### src/hw/remote_ctl_pkg.sv
// Shared constants and types for the remote control interface
// How it works
// - Four active-low channel lines, weights 1/2/4/8, select channel one plus their value (1-16).
// - Mode line low selects analog operation, open (high) selects digital operation.
// - Two mode bits are read; only analog, two-level and four-level are reachable remotely.
// - Four FSK bits go to the modulator, only the first two are active from the controller.
// - In analog mode audio samples are shifted to the modulator with clock and frame pulses.
// - Audio sampling pulses come from a divider running on the ten-MHz reference.
// - Forward and reflected power codes are steered into the proper half of a dual D/A.
// - Each D/A half gives a level proportional to its code, full scale 0 to 2.5 volts.
// - Unit status is reported both to the local terminal and to the remote controller.
// - Remote commands reach the control unit; local control arrives on its own path.
package remote_ctl_pkg;
  localparam int REF_HZ = 10_000_000;
  localparam int SAMPLE_HZ = 8_000;
  localparam int SAMPLE_DIV = REF_HZ / SAMPLE_HZ;
  localparam int DAC_W = 8;
  localparam int FULL_SCALE_MV = 2500;
  localparam int MV_W = 12;
  localparam int STATUS_W = 8;
  localparam int CHAN_W = 5;
  localparam logic [3:0] CHAN_LINES_IDLE = 4'hf;
  localparam logic [1:0] MODE_LINES_IDLE = 2'h3;
  localparam logic [1:0] FSK_LINES_IDLE = 2'h0;
  localparam logic [CHAN_W-1:0] RESET_CHANNEL = 5'h01;

  typedef enum logic [1:0] {
    MODE_ANALOG = 2'b00,
    MODE_FSK2 = 2'b01,
    MODE_FSK4 = 2'b11
  } mode_t;

  typedef struct packed {
    logic [CHAN_W-1:0] channel;
    mode_t mode;
  } remote_cmd_t;

  typedef struct packed {
    logic valid;
    logic to_reflected;
    logic [DAC_W-1:0] code;
  } power_write_t;
endpackage : remote_ctl_pkg

### src/hw/remote_ctl_if.sv
// Remote controller interface: channel/mode decode, FSK bits, audio link, power D/A steering
`timescale 1ns/10ps
module remote_ctl_if #(
  parameter int SAMPLE_W = 16,
  parameter int SAMPLE_DIV = remote_ctl_pkg::SAMPLE_DIV
) (
  input wire logic ref_clk,
  input wire logic rst_b,
  input wire logic [3:0] channel_pick_lines_n,
  input wire logic [1:0] mode_pick_n,
  input wire logic fsk_symbol_bit_a,
  input wire logic fsk_symbol_bit_b,
  input wire logic ref_10mhz,
  input wire logic [SAMPLE_W-1:0] audio_sample,
  input wire remote_ctl_pkg::power_write_t power_write,
  input wire logic [remote_ctl_pkg::STATUS_W-1:0] unit_status,
  output remote_ctl_pkg::remote_cmd_t remote_cmd,
  output logic cmd_update,
  output logic [3:0] fsk_word,
  output logic adc_sample_clk,
  output logic link_clk,
  output logic link_frame,
  output logic link_data,
  output logic [remote_ctl_pkg::DAC_W-1:0] dac_fwd_code,
  output logic [remote_ctl_pkg::DAC_W-1:0] dac_ref_code,
  output logic dac_fwd_load,
  output logic dac_ref_load,
  output logic [remote_ctl_pkg::MV_W-1:0] forward_power_level_out,
  output logic [remote_ctl_pkg::MV_W-1:0] reflected_power_level_out,
  output logic [remote_ctl_pkg::STATUS_W-1:0] remote_status,
  output logic [remote_ctl_pkg::STATUS_W-1:0] terminal_status
);
  import remote_ctl_pkg::*;

  // Level in millivolts; full code maps to exactly full scale
  function automatic logic [MV_W-1:0] scale_mv(input logic [DAC_W-1:0] code);
    logic [31:0] wide;
    wide = (32'(code) * 32'(FULL_SCALE_MV)) / ((32'h1 << DAC_W) - 32'h1);
    return wide[MV_W-1:0];
  endfunction : scale_mv

  logic [3:0] chan_s;
  logic [1:0] mode_s;
  logic [1:0] fsk_s;
  logic ref_s;
  logic ref_prev;

  level_sync #(.W(4), .IDLE(CHAN_LINES_IDLE)) u_chan_sync (
    .ref_clk(ref_clk), .rst_b(rst_b), .async_in(channel_pick_lines_n), .sync_out(chan_s));
  level_sync #(.W(2), .IDLE(MODE_LINES_IDLE)) u_mode_sync (
    .ref_clk(ref_clk), .rst_b(rst_b), .async_in(mode_pick_n), .sync_out(mode_s));
  level_sync #(.W(2), .IDLE(FSK_LINES_IDLE)) u_fsk_sync (
    .ref_clk(ref_clk), .rst_b(rst_b), .async_in({fsk_symbol_bit_b, fsk_symbol_bit_a}),
    .sync_out(fsk_s));
  // Reference sampled at 125 MHz; 10 MHz leaves at least 6 samples per level
  level_sync #(.W(1), .IDLE(1'b0)) u_ref_sync (
    .ref_clk(ref_clk), .rst_b(rst_b), .async_in(ref_10mhz), .sync_out(ref_s));

  // Command decode
  wire [CHAN_W-1:0] next_channel = CHAN_W'({1'b0, ~chan_s}) + 5'h01;
  // Line 1 grounded forces analog; line 2 only picks the FSK order
  wire mode_t next_mode = !mode_s[0] ? MODE_ANALOG :
                          (mode_s[1] ? MODE_FSK4 : MODE_FSK2);
  wire remote_cmd_t next_cmd = '{channel: next_channel, mode: next_mode};
  wire cmd_changed = next_cmd != remote_cmd;
  wire analog = remote_cmd.mode == MODE_ANALOG;
  wire [3:0] next_fsk = analog ? 4'h0 :
                        {2'b00, remote_cmd.mode == MODE_FSK4 ? fsk_s[1] : 1'b0, fsk_s[0]};
  wire ref_rise = ref_s && !ref_prev;

  always_ff @(posedge ref_clk or negedge rst_b) begin
    if (!rst_b) begin
      remote_cmd <= '{channel: RESET_CHANNEL, mode: MODE_FSK4};
      cmd_update <= 1'b0;
      fsk_word <= 4'h0;
      ref_prev <= 1'b0;
    end else begin
      remote_cmd <= next_cmd;
      cmd_update <= cmd_changed;
      fsk_word <= next_fsk;
      ref_prev <= ref_s;
    end
  end

  // Sample pacing and serial link, advanced on reference edges only
  logic [15:0] ref_count;
  logic [SAMPLE_W-1:0] shift;
  logic [$clog2(SAMPLE_W+1)-1:0] bit_count;
  logic busy;
  wire sample_tick = ref_rise && (ref_count == 16'(SAMPLE_DIV - 1));
  wire start_frame = sample_tick && analog;
  wire last_bit = bit_count == ($bits(bit_count))'(SAMPLE_W - 1);

  always_ff @(posedge ref_clk or negedge rst_b) begin
    if (!rst_b) begin
      ref_count <= 16'h0000;
    end else if (ref_rise) begin
      ref_count <= sample_tick ? 16'h0000 : ref_count + 16'h0001;
    end
  end

  always_ff @(posedge ref_clk or negedge rst_b) begin
    if (!rst_b) begin
      adc_sample_clk <= 1'b0;
      busy <= 1'b0;
      shift <= '0;
      bit_count <= '0;
      link_clk <= 1'b0;
      link_frame <= 1'b0;
      link_data <= 1'b0;
    end else begin
      adc_sample_clk <= sample_tick;
      if (start_frame) begin
        busy <= 1'b1;
        shift <= audio_sample;
        bit_count <= '0;
        link_clk <= 1'b0;
        link_frame <= 1'b1;
        link_data <= audio_sample[SAMPLE_W-1];
      end else if (busy && ref_rise) begin
        // Data changes on falling link clock; receiver samples on rising
        link_clk <= !link_clk;
        if (link_clk) begin
          link_frame <= 1'b0;
          shift <= shift << 1;
          link_data <= shift[SAMPLE_W-2];
          bit_count <= bit_count + 1'b1;
          if (last_bit) begin
            busy <= 1'b0;
            link_data <= 1'b0;
          end
        end
      end
    end
  end

  // Power write steering into the dual D/A
  wire fwd_hit = power_write.valid && !power_write.to_reflected;
  wire ref_hit = power_write.valid && power_write.to_reflected;

  always_ff @(posedge ref_clk or negedge rst_b) begin
    if (!rst_b) begin
      dac_fwd_code <= '0;
      dac_ref_code <= '0;
      dac_fwd_load <= 1'b0;
      dac_ref_load <= 1'b0;
      forward_power_level_out <= '0;
      reflected_power_level_out <= '0;
      remote_status <= '0;
      terminal_status <= '0;
    end else begin
      dac_fwd_load <= fwd_hit;
      dac_ref_load <= ref_hit;
      if (fwd_hit) dac_fwd_code <= power_write.code;
      if (ref_hit) dac_ref_code <= power_write.code;
      forward_power_level_out <= scale_mv(dac_fwd_code);
      reflected_power_level_out <= scale_mv(dac_ref_code);
      remote_status <= unit_status;
      terminal_status <= unit_status;
    end
  end

  // Checks
  property p_channel_decode;
    @(posedge ref_clk) disable iff (!rst_b)
      remote_cmd.channel == $past(next_channel) && remote_cmd.channel != 5'h00;
  endproperty
  a_channel_decode: assert property (p_channel_decode) else $error("channel decode wrong");

  property p_mode_analog;
    @(posedge ref_clk) disable iff (!rst_b)
      $past(!mode_s[0]) |-> remote_cmd.mode == MODE_ANALOG ##1 fsk_word == 4'h0;
  endproperty
  a_mode_analog: assert property (p_mode_analog) else $error("grounded mode line not analog");

  property p_three_modes;
    @(posedge ref_clk) disable iff (!rst_b)
      remote_cmd.mode != 2'b10 and ($past(mode_s == 2'b11) |-> remote_cmd.mode == MODE_FSK4);
  endproperty
  a_three_modes: assert property (p_three_modes) else $error("mode outside reachable set");

  property p_fsk_bits;
    @(posedge ref_clk) disable iff (!rst_b)
      fsk_word[3:2] == 2'b00 and (remote_cmd.mode == MODE_FSK2 |=> fsk_word[1] == 1'b0);
  endproperty
  a_fsk_bits: assert property (p_fsk_bits) else $error("inactive FSK bit driven");

  property p_frame_analog;
    @(posedge ref_clk) disable iff (!rst_b)
      $rose(link_frame) |-> $past(analog) && adc_sample_clk;
  endproperty
  a_frame_analog: assert property (p_frame_analog) else $error("frame outside analog mode");

  property p_sample_on_ref;
    @(posedge ref_clk) disable iff (!rst_b)
      adc_sample_clk |-> $past(ref_rise) ##1 !adc_sample_clk;
  endproperty
  a_sample_on_ref: assert property (p_sample_on_ref) else $error("sample pulse off reference");

  property p_dac_steer;
    @(posedge ref_clk) disable iff (!rst_b)
      fwd_hit |=> dac_fwd_code == $past(power_write.code) && $stable(dac_ref_code) && dac_fwd_load;
  endproperty
  a_dac_steer: assert property (p_dac_steer) else $error("forward write misdirected");

  property p_level_scale;
    @(posedge ref_clk) disable iff (!rst_b)
      forward_power_level_out <= MV_W'(FULL_SCALE_MV) and
      ($past(dac_ref_code) == {DAC_W{1'b1}} |-> reflected_power_level_out == MV_W'(FULL_SCALE_MV));
  endproperty
  a_level_scale: assert property (p_level_scale) else $error("level scale wrong");

  property p_status;
    @(posedge ref_clk) disable iff (!rst_b)
      remote_status == $past(unit_status) && terminal_status == remote_status;
  endproperty
  a_status: assert property (p_status) else $error("status not forwarded");

  property p_cmd_update;
    @(posedge ref_clk) disable iff (!rst_b)
      cmd_update |-> remote_cmd != $past(remote_cmd);
  endproperty
  a_cmd_update: assert property (p_cmd_update) else $error("update without change");

  c_frame: cover property (@(posedge ref_clk) disable iff (!rst_b) link_frame ##1 !link_frame);
  c_channel_16: cover property (@(posedge ref_clk) disable iff (!rst_b) remote_cmd.channel == 5'h10);
  c_fsk4: cover property (@(posedge ref_clk) disable iff (!rst_b) remote_cmd.mode == MODE_FSK4
                          && fsk_word == 4'h3);
  c_ref_write: cover property (@(posedge ref_clk) disable iff (!rst_b) dac_ref_load);
endmodule : remote_ctl_if

### src/hw/level_sync.sv
// Two-stage synchroniser for a group of slow asynchronous levels
`timescale 1ns/10ps
module level_sync #(
  parameter int W = 1,
  parameter logic [W-1:0] IDLE = '0
) (
  input wire logic ref_clk,
  input wire logic rst_b,
  input wire logic [W-1:0] async_in,
  output logic [W-1:0] sync_out
);
  logic [W-1:0] stage1;

  always_ff @(posedge ref_clk or negedge rst_b) begin
    if (!rst_b) begin
      stage1 <= IDLE;
      sync_out <= IDLE;
    end else begin
      stage1 <= async_in;
      sync_out <= stage1;
    end
  end
endmodule : level_sync

### config.mk
export PLATFORM = sky130hd
export DESIGN_NAME = remote_ctl_if
export DESIGN_NICKNAME = d
export VERILOG_FILES = /design/src/hw/remote_ctl_pkg.sv /design/src/hw/remote_ctl_if.sv /design/src/hw/level_sync.sv
export SDC_FILE = /design/constraint.sdc
export NUM_CORES = 1
export LEC_CHECK = 0
export ABC_CLOCK_PERIOD_IN_PS = 25000
export BUFFER_PORTS_ARGS = -buffer_cell sky130_fd_sc_hd__buf_2
export CORE_ASPECT_RATIO = 1.5
export CORE_MARGIN = 2
export CORE_UTILIZATION = 66
export DETAILED_ROUTE_END_ITERATION = 8
export PLACE_DENSITY = 0.85
export SKIP_LAST_GASP = 1
export SYNTH_ARGS = -nofsm -noshare
export SYNTH_HDL_FRONTEND = slang
export SYNTH_SLANG_ARGS = --single-unit
### constraint.sdc
create_clock -name ref_clk -period 25 [get_ports ref_clk]
set_clock_uncertainty 0.05 [all_clocks]
set_input_delay 2.5 -clock ref_clk [delete_from_list [all_inputs] [get_ports ref_clk]]
set_output_delay 2.5 -clock ref_clk [all_outputs]
set_load 0.01 [all_outputs]
# Word-level counts from Yosys, hierarchy flattened
# Index checks and enable logic that the tools add are counted.
# Widths: inputs -> output; s select.
word_totals:
  regBits: 120
  inputBits: 45
classes:
  addsub: 3
  mul: 2
  div_mod_pow: 2
  eq_ne: 4
  n_mux: 24
  n_bitwise: 1
  reduce_logical: 15
op_table:
  columns: ["cell", "count"]
  rows:
  - ["$div 20x8->32 const B", 2]
  - ["$mux 15", 3]
  - ["$mul 8x10->18 const B", 2]
  - ["$add 16x1->16 const B", 1]
  - ["$eq 16x11->1 const B", 1]
  - ["$mux 16", 1]
  - ["$mux 5", 3]
  - ["$mux 1", 14]
  - ["$ne 7x7->1", 1]
  - ["$logic_and 1x1->1", 6]
  - ["$mux 2", 3]
  - ["$reduce_bool 2->1", 3]
  - ["$add 4x1->5 const B", 1]
  - ["$add 5x1->5 const B", 1]
  - ["$eq 5x4->1 const B", 1]
  - ["$not 4->4", 1]
  - ["$logic_not 1->1", 3]
  - ["$reduce_and 3->1", 1]
  - ["$eq 2x2->1 const B", 1]
  - ["$logic_not 2->1", 1]
  - ["$reduce_and 2->1", 1]

# Longest topological paths before layout
logic_depth:
  word_depth: 6
  depth_mapped: 47

# Modules after synthesis
# Synthesis repeated with hierarchy kept, for this count alone.
hier_totals:
  cells_unflattened: 1634
  area_unflattened_um2: 13938.4
modules_own_cells:
  columns: ["mod", "instances", "cells_per_inst", "area_each_um2", "seq_area_each_um2"]
  rows:
  - ["remote_ctl_if", 1, 1616, 13472.9, 2556.2]
  - ["level_sync (u_chan_sync)", 1, 8, 210.2, 210.2]
  - ["level_sync (u_mode_sync)", 1, 4, 105.1, 105.1]
  - ["level_sync (u_fsk_sync)", 1, 4, 100.1, 100.1]
  - ["level_sync (u_ref_sync)", 1, 2, 50.0, 50.0]

# Worst setup path after synthesis
# Ideal clock, no wire load.
synth_path:
  path_type: "register to register"
  startpoint: "reg dac_fwd_code[2] in the netlist's numbering"
  endpoint: "reg forward_power_level_out[0] in the netlist's numbering"
  setup_time_ns: 0.135
  arrival_ns: 10.666
  required_time_ns: 24.815
  slack_ns: 14.149
  stages_incl_launch_ff: 45
  path_buffers: 4
  path_cell_list: "dfrtp_1 > clkbuf_1 > inv_1 > ha_1 > ha_1 > inv_1 > fa_1 > fa_1 > inv_1 > ha_1 > a21o_1 > and4_1 > or3_1 > and4_1 > and3_4 > a311oi_1 > nand3_1 > o21a_1 > [9 not listed] > nor3_2 > mux2i_1 > buf_2 > xnor2_1 > o2111a_1 > nand3_1 > or3_1 > a21oi_2 > o21ai_1 > and2_4 > and4_1 > o21ba_2 > mux2_1 > ha_1 > inv_1 > a211o_1 > mux2i_1 > a32oi_1"
synth_between:
  elab_chain_cells: 2
synth_lines:
  columns: ["element", "line_no", "text"]
  rows:
  - ["from (decl)", "remote_ctl_if.sv:24", "output logic [remote_ctl_pkg::DAC_W-1:0] dac_fwd_code,"]
  - ["from (signal assigned)", "remote_ctl_if.sv:154", "if (fwd_hit) dac_fwd_code <= power_write.code;"]
  - ["$mul 8x10->18", "remote_ctl_if.sv:38", "wide = (32'(code) * 32'(FULL_SCALE_MV)) / ((32'h1 << DAC_W) - 32'h1);"]
  - ["$div 20x8->32", "remote_ctl_if.sv:38", null]
  - ["to (signal assigned)", "remote_ctl_if.sv:156", "forward_power_level_out <= scale_mv(dac_fwd_code);"]
  - ["to (signal assigned)", "remote_ctl_if.sv:208", "forward_power_level_out <= MV_W'(FULL_SCALE_MV) and"]
  - ["to (decl)", "remote_ctl_if.sv:28", "output logic [remote_ctl_pkg::MV_W-1:0] forward_power_level_out,"]
# Every way passes these cells.
# A chain may end at the register's enable or synchronous reset.

# Worst setup path in the final report
layout_path:
  startpoint: "reg dac_ref_code[2] in the netlist's numbering"
  endpoint: "reg reflected_power_level_out[0] in the netlist's numbering"
layout_between:
  elab_chain_cells: 2
layout_lines:
  columns: ["element", "line_no", "text"]
  rows:
  - ["from (decl)", "remote_ctl_if.sv:25", "output logic [remote_ctl_pkg::DAC_W-1:0] dac_ref_code,"]
  - ["from (signal assigned)", "remote_ctl_if.sv:155", "if (ref_hit) dac_ref_code <= power_write.code;"]
  - ["$mul 8x10->18", "remote_ctl_if.sv:38", null]
  - ["$div 20x8->32", "remote_ctl_if.sv:38", null]
  - ["to (signal assigned)", "remote_ctl_if.sv:157", "reflected_power_level_out <= scale_mv(dac_ref_code);"]
  - ["to (decl)", "remote_ctl_if.sv:29", "output logic [remote_ctl_pkg::MV_W-1:0] reflected_power_level_out,"]
# Every way passes these cells.

==> results.ini <==
[critical_path]
cp_data_required_time_ns = 25.24
crit_path_max_fanout = 16
ff2ff_path_depth = 38
worst-path-buf-inv = 2
startpoint_type = flip-flop
r2r_slack_ns = 11.70
criticalPathCategory = reg2reg
crit_path_end_kind = flip-flop
arrival_ns = 13.54
critical-path-max-stage-delay_ns = 0.71
worst_path_max_delay_cell = a211oi_1
r2r-start = dac_ref_code[2]$_DFFE_PN0P_
rr_endpoint = reflected_power_level_out[0]$_DFF_PN0_
crit_family = compound AO/OA/AOI/OAI gates

[route]
drt_iter0_drc = 836
final_antenna_net_count = 0
routed-via-count = 11900
route.met3.wl_mm = 1.80
drc = 0
drt_wl_total_mm = 33.7
drt-met1-wl_mm = 13.2
dr_wl_met2_mm = 16.9
routed.top_layer = met5
viasPerCell = 6.66
wire_per_inst_um = 18.8
drt_pass1_iterations = 5

[sta]
worst_slack_ns = 11.70
hold_violations = 0
hold_slack_ns = 0.304
rsz0062_at_grt = no
min_period_ns = 13.30
drv_slew = 0
setup_viol = 0
relSlewSlack_pct = 29.3
timing.final.crit_share_pct = 53.2
max_freq_ghz = 0.0752
tns_ns = 0
tightestPinTransition_ns = 1.05

[synthesis]
synth-compound-area-share_pct = 26.2
syn_inst = 1445
syn_area_um2 = 12400
yosys.area_share.adder_pct = 13.3
seq_area_frac_synth_pct = 24.3
synthArstFlopShare_pct = 100
synth_top_flop_cell = dfrtp_1
synth.top_cell.area_share_pct = 21.1
synth.ff_latch_count = 120
synth-edff-count = 0
synthXorXnorAreaFrac_pct = 5.27
yosys-top-cells-area = dfrtp_1, ha_1, fa_1
synth_top_family_by_area = compound AO/OA/AOI/OAI gates
syn_area_per_cell_um2 = 8.60
synth_cell_type_count = 118
synth-simple-area-share_pct = 22.9
ys_warn_count = 0
synth.mux.area_fraction_pct = 3.18
yosys.area.top_type = dfrtp_1

[die]
die_w_um = 116
dieArea_um2 = 20000
rows = 61
io_pins = 119
die_y_um = 172
coreArea_um2 = 18500
start_util_pct = 67.3

[grt]
antenna_found_initial = 2
gr-total-overflow = 0
grt_max_degree = 85
grt_pass1_wl_mm = 55.7
grt_pass1_vias = 11700
gr-usage-all-layers_pct = 34.6

[layout]
nNetsFinal = 1686
fillerInstances = 1429
area_delta_synth_final_pct = 9.92
drive_gt1_share_pct = 17.3

[placed_design]
gp_congestion = 0.991
preCtsSetupSlack_ns = 12.04
portBuffers = 116
place_hpwl_mm = 25.7

[clocking]
clk_latency_ns = 0.44
post_cts_buffers = 0
cts_resized = 0
h-tree-depth = 4
clkSlewWorstSetupHoldPaths_ns = 0.06
cts_num_sinks = 120
cts_root_buffer = clkbuf_16
cts_buffers = 17
cts_tree = built
clock_path_buffers = 2
hold_buffers = 0

[worst_hold_path]
holdPathEnd = u_ref_sync.sync_out$_DFF_PN0_
hp-class = reg2reg
hold_depth = 0
min_from = u_ref_sync.stage1$_DFF_PN0_

[run_status]
status = complete, no violations

[flow_run]
maxCapViolCount = 0

## stage by stage
stage,area [um^2],util [%],instances
after floorplan,12400,-,1446
after global placement,13000,70.6,1758
after detailed placement,13000,70.6,1758
after CTS,13700,74.0,1790
after global routing,13700,74.0,1791
final,13700,74.0,1792
## synthesized netlist by cell type (22+ instances only)
master / n
nand2_1: 111
dfrtp_1: 105
nor2_1: 104
ha_1: 91
a21oi_1: 74
inv_1: 74
o21ai_0: 62
nand3_1: 61
xnor2_1: 49
nor3_1: 37
a21o_1: 34
nand4_1: 33
and2_1: 32
clkbuf_1: 27
fa_1: 24
mux2i_1: 24
and3_1: 22
## worst reg2reg max path: cells and delay by family, from the launching register on
family	cells	cell delay [ns]
adder cells (fa/ha/maj)	6	2.40
buffers and inverters	2	0.44
multiplexers	2	0.89
flip-flops	1	0.68
AO/OA/AOI/OAI	15	4.49
AND/OR/NAND/NOR	13	4.22
## flip-flops by register name, indices dropped and copies added (netlist names), 2 cells and up
name and flops:
u_chan_sync.sync_out 4, forward_power_level_out 12, bit_count 5, reflected_power_level_out 12, u_fsk_sync.stage1 2, dac_fwd_code 8
u_mode_sync.stage1 2, u_fsk_sync.sync_out 2, u_mode_sync.sync_out 2, dac_ref_code 8, fsk_word 2, terminal_status 8
remote_cmd 7, u_chan_sync.stage1 4, ref_count 16, shift 15
## how the worst max path moves through the flow
stage | startpoint | slack, ns | depth (start not counted) | endpoint
global route | dac_ref_code[2]$_DFFE_PN0P_ | 10.72 | 38 | reflected_power_level_out[0]$_DFF_PN0_
CTS | dac_ref_code[2]$_DFFE_PN0P_ | 11.91 | 38 | reflected_power_level_out[0]$_DFF_PN0_
finish | dac_ref_code[2]$_DFFE_PN0P_ | 11.70 | 38 | reflected_power_level_out[0]$_DFF_PN0_
detailed placement | dac_ref_code[2]$_DFFE_PN0P_ | 12.04 | 38 | reflected_power_level_out[0]$_DFF_PN0_
global placement | dac_ref_code[2]$_DFFE_PN0P_ | 12.39 | 38 | reflected_power_level_out[0]$_DFF_PN0_
floorplan | dac_fwd_code[2]$_DFFE_PN0P_ | 14.15 | 44 | forward_power_level_out[0]$_DFF_PN0_
## per-layer routing
| metal | track usage (%) | up-vias |
|---|---|---|
| met5 | 0 | - |
| met4 | 18.6 | 2 |
| met3 | 6.06 | 150 |
| met2 | 60.7 | 495 |
| met1 | 39.5 | 5676 |
| li1 | - | 5612 |
## logic make-up (layout without fill, tap and decap cells)
kind of cell	count (synthesis)	in the layout
xor+xnor	71	71
fa+ha+maj	118	118
buf+inv	134	227
mux	37	37
compound gates	433	433
flops	120	120
simple gates	531	531
other cells	1	3
## cells in the final DEF (no fill, tap or decap), drive strengths merged, types with 9 or more instances in the layout
cell	n
and2	36
fa	24
o22ai	9
and3	24
buf	117
nor3	43
nand3	62
nand4	35
o211ai	22
dfstp	15
o21a	12
and4	13
a21o	35
or3	19
a21oi	78
mux2i	26
xor2	21
nor2	105
inv	82
o21ai	72
xnor2	50
dfrtp	105
nor4	18
or2	23
a211o	12
clkbuf	19
a211oi	29
a31oi	21
nand2b	11
ha	91
nand2	111
a2111oi	12
o31ai	9
mux2	11
## layout make-up
class / count / area [um^2] / share of cell area [%]
sequential: 120 / 3020 / 22.1
timing repair buffer: 118 / 596 / 4.36
inverter: 77 / 289 / 2.11
clock buffer: 18 / 439 / 3.21
clock inverter: 14 / 188 / 1.37
multi-input combinational: 1192 / 8820 / 64.5
antenna: 1 / 2.50 / 0.0183
tap: 252 / 315 / 2.31
Power is not shown: default switching activity piles up to over one toggle a cycle in this logic, so the estimate is an artifact.
